$ cat src/rtl/rgf_defs.svh
/*
 * Offsets, field positions, reset values and timing counts of the receive gain and filter control.
 * Assumes it is included by bare name into the package and the design files.
 */
`ifndef RGF_DEFS_SVH
`define RGF_DEFS_SVH

`define RGF_ADDR_W            5
`define RGF_OFS_FILT_CTRL     5'h07
`define RGF_OFS_CUTOFF        5'h08
`define RGF_OFS_CAL_CTRL      5'h09
`define RGF_FILT_EN_BIT       0
`define RGF_OFS_CAL_BIT       0
`define RGF_STAT_OFS_BUSY_BIT 0
`define RGF_STAT_LPF_BUSY_BIT 1
`define RGF_FILT_CTRL_RST     8'h01
`define RGF_CUTOFF_RST        8'h80
`define RGF_GAIN_MAX_IDX      6'h3C
`define RGF_GAIN3_STEP        6'h08
`define RGF_GAIN3_MAX_IDX     6'h30
`define RGF_COARSE_STEP_DB    6'h06
`define RGF_COARSE_MAX        4'h9
`define RGF_FINE_MAX          3'h6
`define RGF_OFS_WINDOW        10'sh020
`define RGF_DAC_MID           8'h80
`define RGF_SETTLE_CYC        4'hF
`define RGF_CLK_MHZ           40
`define RGF_LPF_CAL_TIME_NS   100000
// Two cycles short of the limit, as the count also spends a cycle at zero, so that busy ends strictly inside the calibration time.
`define RGF_LPF_CAL_CYC       ((`RGF_LPF_CAL_TIME_NS * `RGF_CLK_MHZ) / 1000 - 2)

`endif

$ cat src/rtl/rgf_pkg.sv
/*
 * Types of the receive gain and filter control.
 * Assumes rgf_defs.svh is on the include path.
 */
`include "rgf_defs.svh"

package rgf_pkg;

    typedef struct packed {
        logic [3:0] coarse;
        logic [2:0] fine;
    } rgf_gain_set_t;

    typedef enum logic [1:0] {
        OC_IDLE    = 2'b00,
        OC_SETTLE  = 2'b01,
        OC_MEASURE = 2'b10
    } rgf_ofs_state_t;

    typedef enum logic [0:0] {
        LPF_IDLE = 1'b0,
        LPF_CAL  = 1'b1
    } rgf_lpf_state_t;

endpackage

$ cat src/rtl/rgf_ctrl.sv
/*
 * Receive gain amplifier, offset cancellation and low-pass filter calibration control.
 * Assumes decoded serial-port register strobes and the offset measurement on core_clk_i;
 * the gain pins arrive asynchronously.
 */
`timescale 1ns/1ps
`include "rgf_defs.svh"

module rgf_ctrl (
    input  wire logic                    core_clk_i,
    input  wire logic                    rst_b_i,
    input  wire logic [5:0]              gain_word_i,
    input  wire logic                    gain_3bit_mode_i,
    input  wire logic                    reg_wr_i,
    input  wire logic [`RGF_ADDR_W-1:0]  reg_addr_i,
    input  wire logic [7:0]              reg_wdata_i,
    input  wire logic signed [9:0]       offset_meas_i,
    input  wire logic                    offset_valid_i,
    output logic [7:0]                   reg_rdata_o,
    output logic [3:0]                   coarse_gain_stage_o,
    output logic [2:0]                   fine_gain_stage_o,
    output logic                         input_short_o,
    output logic [7:0]                   cal_dac_o,
    output logic                         lpf_enable_o,
    output logic [7:0]                   lpf_cutoff_o,
    output logic                         lpf_cal_busy_o,
    output logic                         ofs_cal_busy_o
);

    logic [1:0] rst_sync_q;
    logic       rst_n;

    always_ff @(posedge core_clk_i or negedge rst_b_i) begin
        if (!rst_b_i) begin
            rst_sync_q <= 2'h0;
        end else begin
            rst_sync_q <= {rst_sync_q[0], 1'b1};
        end
    end
    assign rst_n = rst_sync_q[1];

    // Gain pins are asynchronous to the core clock. The word is taken only once two samples behind the
    // synchroniser agree, so bits caught mid-change never reach the stages; this costs one cycle.
    logic [6:0] gain_s1_q;
    logic [6:0] gain_s2_q;
    logic [6:0] gain_s3_q;
    logic [6:0] gain_hold_q, gain_hold_d;

    always_comb begin
        gain_hold_d = (gain_s2_q == gain_s3_q) ? gain_s3_q : gain_hold_q;
    end

    always_ff @(posedge core_clk_i or negedge rst_n) begin
        if (!rst_n) begin
            gain_s1_q   <= 7'h00;
            gain_s2_q   <= 7'h00;
            gain_s3_q   <= 7'h00;
            gain_hold_q <= 7'h00;
        end else begin
            gain_s1_q   <= {gain_3bit_mode_i, gain_word_i};
            gain_s2_q   <= gain_s1_q;
            gain_s3_q   <= gain_s2_q;
            gain_hold_q <= gain_hold_d;
        end
    end

    // Gain index in dB above -12 dB, saturated at the top of the range.
    function automatic logic [5:0] gain_index(input logic [6:0] g);
        logic [5:0] idx;
        idx = 6'h00;
        if (g[6]) begin
            // Code 7 lies past the top of the 3-bit range and is held at the top.
            if (g[2:0] == 3'h7) begin
                idx = `RGF_GAIN3_MAX_IDX;
            end else begin
                idx = 6'(g[2:0] * `RGF_GAIN3_STEP);
            end
        end else if (g[5:0] > `RGF_GAIN_MAX_IDX) begin
            idx = `RGF_GAIN_MAX_IDX;
        end else begin
            idx = g[5:0];
        end
        return idx;
    endfunction

    // Coarse stage takes up to nine whole 6 dB steps, the fine stage the remainder.
    function automatic rgf_pkg::rgf_gain_set_t gain_lut(input logic [5:0] idx);
        rgf_pkg::rgf_gain_set_t s;
        logic [5:0]             rest;
        s.coarse = 4'h0;
        rest     = idx;
        for (int i = 0; i < 9; i++) begin
            if (rest >= `RGF_COARSE_STEP_DB) begin
                rest     = rest - `RGF_COARSE_STEP_DB;
                s.coarse = s.coarse + 4'h1;
            end
        end
        s.fine = rest[2:0];
        return s;
    endfunction

    // Register file.
    logic [7:0] filt_ctrl_q, filt_ctrl_d;
    logic [7:0] cutoff_q, cutoff_d;
    logic       ofs_req;
    logic       cutoff_wr;

    always_comb begin
        filt_ctrl_d = filt_ctrl_q;
        cutoff_d    = cutoff_q;
        cutoff_wr   = 1'b0;
        ofs_req     = 1'b0;
        if (reg_wr_i) begin
            case (reg_addr_i)
                `RGF_OFS_FILT_CTRL: filt_ctrl_d = reg_wdata_i;
                `RGF_OFS_CUTOFF: begin
                    cutoff_d  = reg_wdata_i;
                    cutoff_wr = 1'b1;
                end
                `RGF_OFS_CAL_CTRL: ofs_req = reg_wdata_i[`RGF_OFS_CAL_BIT];
                default: ;
            endcase
        end
    end

    // Offset cancellation servo; starts in the settle state so it runs after reset.
    rgf_pkg::rgf_ofs_state_t oc_state_q, oc_state_d;
    logic [3:0]              settle_q, settle_d;
    logic [7:0]              dac_q, dac_d;

    always_comb begin
        oc_state_d = oc_state_q;
        settle_d   = settle_q;
        dac_d      = dac_q;
        case (oc_state_q)
            rgf_pkg::OC_IDLE: begin
                if (ofs_req) begin
                    oc_state_d = rgf_pkg::OC_SETTLE;
                    settle_d   = `RGF_SETTLE_CYC;
                end
            end
            rgf_pkg::OC_SETTLE: begin
                if (settle_q == 4'h0) begin
                    oc_state_d = rgf_pkg::OC_MEASURE;
                end else begin
                    settle_d = settle_q - 4'h1;
                end
            end
            rgf_pkg::OC_MEASURE: begin
                if (offset_valid_i) begin
                    if (offset_meas_i <= `RGF_OFS_WINDOW && offset_meas_i >= -`RGF_OFS_WINDOW) begin
                        oc_state_d = rgf_pkg::OC_IDLE;
                    end else begin
                        // The DAC saturates at its ends so a large offset cannot wrap it.
                        if (offset_meas_i > 10'sh000 && dac_q != 8'h00) begin
                            dac_d = dac_q - 8'h01;
                        end else if (offset_meas_i < 10'sh000 && dac_q != 8'hFF) begin
                            dac_d = dac_q + 8'h01;
                        end
                        oc_state_d = rgf_pkg::OC_SETTLE;
                        settle_d   = `RGF_SETTLE_CYC;
                    end
                end
            end
            default: oc_state_d = rgf_pkg::OC_IDLE;
        endcase
    end

    // Filter calibration sequencer.
    rgf_pkg::rgf_lpf_state_t lpf_state_q, lpf_state_d;
    logic [11:0]             lpf_cnt_q, lpf_cnt_d;
    logic [7:0]              applied_q, applied_d;
    logic                    pend_q, pend_d;

    always_comb begin
        lpf_state_d = lpf_state_q;
        lpf_cnt_d   = lpf_cnt_q;
        applied_d   = applied_q;
        pend_d      = pend_q;
        case (lpf_state_q)
            rgf_pkg::LPF_IDLE: begin
                if (cutoff_wr || pend_q) begin
                    lpf_state_d = rgf_pkg::LPF_CAL;
                    lpf_cnt_d   = 12'(`RGF_LPF_CAL_CYC);
                    applied_d   = cutoff_d;
                    pend_d      = 1'b0;
                end
            end
            rgf_pkg::LPF_CAL: begin
                if (cutoff_wr) begin
                    pend_d = 1'b1;
                end
                if (lpf_cnt_q == 12'h000) begin
                    lpf_state_d = rgf_pkg::LPF_IDLE;
                end else begin
                    lpf_cnt_d = lpf_cnt_q - 12'h001;
                end
            end
            default: lpf_state_d = rgf_pkg::LPF_IDLE;
        endcase
    end

    // Output stage settings and read-back.
    rgf_pkg::rgf_gain_set_t gain_set;
    logic                   ofs_busy;
    logic [7:0]             rdata_d;

    assign ofs_busy = (oc_state_d != rgf_pkg::OC_IDLE);

    always_comb begin
        gain_set = gain_lut(gain_index(gain_hold_q));
        if (ofs_busy) begin
            gain_set.coarse = `RGF_COARSE_MAX;
            gain_set.fine   = `RGF_FINE_MAX;
        end
        case (reg_addr_i)
            `RGF_OFS_FILT_CTRL: rdata_d = filt_ctrl_q;
            `RGF_OFS_CUTOFF:    rdata_d = cutoff_q;
            `RGF_OFS_CAL_CTRL:  rdata_d = {6'h00, lpf_state_q == rgf_pkg::LPF_CAL, oc_state_q != rgf_pkg::OC_IDLE};
            default:            rdata_d = 8'h00;
        endcase
    end

    always_ff @(posedge core_clk_i or negedge rst_n) begin
        if (!rst_n) begin
            filt_ctrl_q         <= `RGF_FILT_CTRL_RST;
            cutoff_q            <= `RGF_CUTOFF_RST;
            oc_state_q          <= rgf_pkg::OC_SETTLE;
            settle_q            <= `RGF_SETTLE_CYC;
            dac_q               <= `RGF_DAC_MID;
            lpf_state_q         <= rgf_pkg::LPF_IDLE;
            lpf_cnt_q           <= 12'h000;
            applied_q           <= `RGF_CUTOFF_RST;
            pend_q              <= 1'b0;
            reg_rdata_o         <= 8'h00;
            coarse_gain_stage_o <= 4'h0;
            fine_gain_stage_o   <= 3'h0;
            input_short_o       <= 1'b0;
            cal_dac_o           <= `RGF_DAC_MID;
            lpf_enable_o        <= 1'b1;
            lpf_cutoff_o        <= `RGF_CUTOFF_RST;
            lpf_cal_busy_o      <= 1'b0;
            ofs_cal_busy_o      <= 1'b0;
        end else begin
            filt_ctrl_q         <= filt_ctrl_d;
            cutoff_q            <= cutoff_d;
            oc_state_q          <= oc_state_d;
            settle_q            <= settle_d;
            dac_q               <= dac_d;
            lpf_state_q         <= lpf_state_d;
            lpf_cnt_q           <= lpf_cnt_d;
            applied_q           <= applied_d;
            pend_q              <= pend_d;
            reg_rdata_o         <= rdata_d;
            coarse_gain_stage_o <= gain_set.coarse;
            fine_gain_stage_o   <= gain_set.fine;
            input_short_o       <= ofs_busy;
            cal_dac_o           <= dac_d;
            lpf_enable_o        <= filt_ctrl_d[`RGF_FILT_EN_BIT];
            lpf_cutoff_o        <= applied_d;
            lpf_cal_busy_o      <= (lpf_state_d == rgf_pkg::LPF_CAL);
            ofs_cal_busy_o      <= ofs_busy;
        end
    end

endmodule

$ cat config.mk
export PLATFORM = sky130hd
export DESIGN_NAME = rgf_ctrl
export DESIGN_NICKNAME = d
export VERILOG_FILES = /design/src/rtl/rgf_pkg.sv /design/src/rtl/rgf_ctrl.sv
export VERILOG_INCLUDE_DIRS = /design/src /design/src/rtl
export SDC_FILE = /design/constraint.sdc
export NUM_CORES = 1
export LEC_CHECK = 0
export BUFFER_PORTS_ARGS = -buffer_cell sky130_fd_sc_hd__buf_2
export CAP_MARGIN = 10
export CORE_MARGIN = 4
export CORE_UTILIZATION = 45
export CTS_CLUSTER_DIAMETER = 200
export DETAILED_ROUTE_END_ITERATION = 10
export PLACE_DENSITY = 0.66
export SLEW_MARGIN = 20
export SYNTH_ARGS = -nofsm -noshare
export SYNTH_HDL_FRONTEND = slang
export SYNTH_SLANG_ARGS = --single-unit
export TNS_END_PERCENT = 1
$ cat constraint.sdc
create_clock -name core_clk_i -period 3.4 [get_ports core_clk_i]
set_input_delay 0.68 -clock core_clk_i [delete_from_list [all_inputs] [get_ports core_clk_i]]
set_output_delay 0.68 -clock core_clk_i [all_outputs]
set_load 0.02 [all_outputs]
==> results_dict.tcl <==
set metrics [dict create \
    layout_common_cells "buf_4, dfrtp_1, nand2_1" \
    cts_max_path_buffers 2 \
    cp.arrival_ns 8.82 \
    maxSlewViolCount 0 \
    layout-drive-gt1-share 0.4608 \
    ys.flop_type "dfrtp_1" \
    worstSetupStartpoint "gain_hold_q[3]$_DFFE_PN0N_" \
    grt_use_total 0.2024 \
    fin_area_um2 8743 \
    gr-total-overflow 0 \
    ys_seq_elements 98 \
    place_inst 1014 \
    core_area_um2 13830 \
    n_antenna_cell 0 \
    grt_first_pass_wirelength_um 27260 \
    viasPerCell 5.371 \
    max_cap_viol_count 0 \
    antenna_found_initial 0 \
    slowest_delay_ns 0.43 \
    timing.final.ws_setup_ns -5.193 \
    area_delta_synth_final_pct 38.43 \
    min_period_ns 8.593 \
    drt_iter0_drc 254 \
    place_ws_ns -5.399 \
    synthArstFlopShare 1.000 \
    avgSynthCellArea_um2 10.07 \
    drc 0 \
    yosysWarningCount 0 \
    worstSetupEndpoint "coarse_gain_stage_o[1]$_DFF_PN0_" \
    cts_buffers 9 \
    routed_wl_um 15790 \
    cp-end-kind "flip-flop" \
    slowest_stage "dfrtp_2" \
    seq_area_frac_synth 0.3901 \
    ant_nets 0 \
    required_ns 3.63 \
    die_w_um 126.5 \
    port_buffers 68 \
    clock_latency_ns 0.34 \
    dpl_cell_area_um2 8218 \
    nets 922 \
    gp_congestion 0.9553 \
    dp_hpwl_um 12500 \
    htreeDepth 3 \
    startpoint_type "flip-flop" \
    cp_max_fo 4 \
    syn_inst 627 \
    hold_class "in -> async" \
    synth_area_um2 6316 \
    root_buffer "clkbuf_16" \
    num-fill-cells 1088 \
    synthTopCellsByArea "dfrtp_1, mux2_2, ha_1, nand2_1, xnor2_1" \
    first_global_vias 5936 \
    rsz0062_at_grt "true" \
    clk_pin_slew_ns 0.07 \
    design.die.area_um2 15990 \
    final_common_cell "buf_4" \
    yosysTopAreaCellShare 0.3526 \
    yosys.area.top_type "dfrtp_1" \
    die_h_um 126.5 \
    start_util 0.4568 \
    r2r_cells 46 \
    fmax_ghz 0.1164 \
    r2r_setup_slack_ns -5.19 \
    crit_top_cell "ha_4" \
    cts.sinks 98 \
    finalCritPeriodShare 2.527 \
    synth_cell_types 98 \
    grt_max_degree 54 \
    failed_checks "negative setup slack" \
    row_count 43 \
    first_pass_iters 6 \
    fin_skew_ns 0.009239 \
    status "finished with violations" \
    r2r_start "gain_hold_q[3]$_DFFE_PN0N_" \
    r2r_end "coarse_gain_stage_o[1]$_DFF_PN0_" \
    worstMarginPinSlew_ns 0.6734 \
    wl_per_cell_um 15.07 \
    hold_viol 0 \
    relSlewSlack 0.5510 \
    fin_cells 1048 \
    synth_nets 686 \
    vias 5629 \
    postCtsHoldBufs 0 \
    cts_tree "done" \
    setup_viol 6 \
    io_pins 69 \
    synth-edff-count 0 \
    worstSetupPathType "reg -> reg" \
]
## state kept, by name (all words and copies together), names as in the netlist, 2 cells and up
signal,flops
rst_sync_q,2
applied_q,8
dac_q,8
gain_s2_q,7
fine_gain_stage_o,3
oc_state_q,2
lpf_cnt_q,12
gain_s3_q,7
filt_ctrl_q,8
settle_q,4
gain_hold_q,7
cutoff_q,8
gain_s1_q,7
reg_rdata_o,8
coarse_gain_stage_o,4
## Yosys cell counts, types with 3 or more instances
cell type	count
o22ai_1	3
inv_1	26
or3_1	4
ha_1	24
nor2b_1	4
buf_2	5
xor2_1	13
nor4_1	6
or4_4	3
nand2_1	77
o21ai_1	6
a21oi_1	23
nand2b_1	6
clkbuf_1	7
buf_6	3
mux2_2	33
mux2i_1	8
a31oi_2	3
o211ai_2	3
dfrtp_1	89
and2_1	4
nor3_1	12
inv_2	4
and3_1	6
a31oi_1	6
nand4_1	7
dfstp_2	9
a22o_1	7
xnor2_1	32
o21ai_2	5
nor2_1	33
o21ai_0	25
or4_1	5
o21bai_1	3
a311oi_1	3
a21o_1	10
o31ai_1	3
nand3_1	24
## routing by layer
| layer | routed length (um) | GRT usage | up-vias |
|---|---|---|---|
| met5 | 0 | 0 | - |
| met4 | 350 | 0.06246 | 0 |
| met3 | 580 | 0.03789 | 38 |
| met2 | 7909 | 0.3587 | 117 |
| met1 | 6953 | 0.2500 | 2713 |
| li1 | - | - | 2761 |
## layout make-up
cell class                      count  area, um2  area share
Clock buffer                        9      225.2     0.02576
Clock inverter                      7      93.84     0.01073
Inverter                           31      131.4     0.01503
Multi-Input combinational cell    482       3953      0.4521
Sequential cell                    98       2472      0.2828
Tap cell                          180      225.2     0.02576
Timing Repair Buffer              241       1643      0.1879
## repair_timing
action / 4_1_cts / 5_1_grt
buffers inserted: 14 / 4
gates cloned: 0 / 0
gates resized for setup: 14 / 6
endpoints found under the setup margin: 6 / 8
pin swaps: 14 / 9
## critical path, delay by kind of cell (launching register included)
kind | cells | cell delay (ns)
compound gates | 12 | 2.44
mux | 8 | 2.32
simple gates | 13 | 1.60
fa+ha+maj | 9 | 1.46
flops | 1 | 0.43
buf+inv | 4 | 0.21
## worst min-delay path by stage
stage	from	to	slack [ns]	cells after the start
3_5_place_dp	gain_s1_q[1]$_DFF_PN0_	gain_s2_q[1]$_DFF_PN0_	0.33	0
3_3_place_gp	gain_s1_q[2]$_DFF_PN0_	gain_s2_q[2]$_DFF_PN0_	0.33	0
6_report	rst_b_i	rst_sync_q[1]$_DFF_PN0_	0.11	1
2_1_floorplan	gain_s1_q[0]$_DFF_PN0_	gain_s2_q[0]$_DFF_PN0_	0.33	0
5_1_grt	rst_b_i	rst_sync_q[1]$_DFF_PN0_	0.1	1
4_1_cts	rst_b_i	rst_sync_q[1]$_DFF_PN0_	0.10	1
## through the flow
step           hold slack (ns)    util  TNS [ns]
2_1_floorplan           0.3312       -    -36.38
3_3_place_gp            0.3324  0.5943    -30.71
3_5_place_dp            0.3347  0.5943    -32.43
4_1_cts                 0.1036  0.6281    -30.53
5_1_grt                0.09536  0.6323    -32.91
6_report                0.1117  0.6323    -30.66
## cells by family (layout without fill, tap and decap cells)
logic type      after synthesis  count (layout)  share of synthesized area
buf+inv                      47             288                    0.03506
compound gates              148             148                     0.1880
mux                          41              41                    0.07151
fa+ha+maj                    25              25                    0.05071
simple gates                215             215                     0.1799
xor+xnor                     52              52                    0.08419
flops                        98              98                     0.3901
other cells                   1               1                  0.0005937
Power is left out: the tool's default activity adds up to more than one toggle a clock period on the data nets, which glitch-free logic cannot reach.
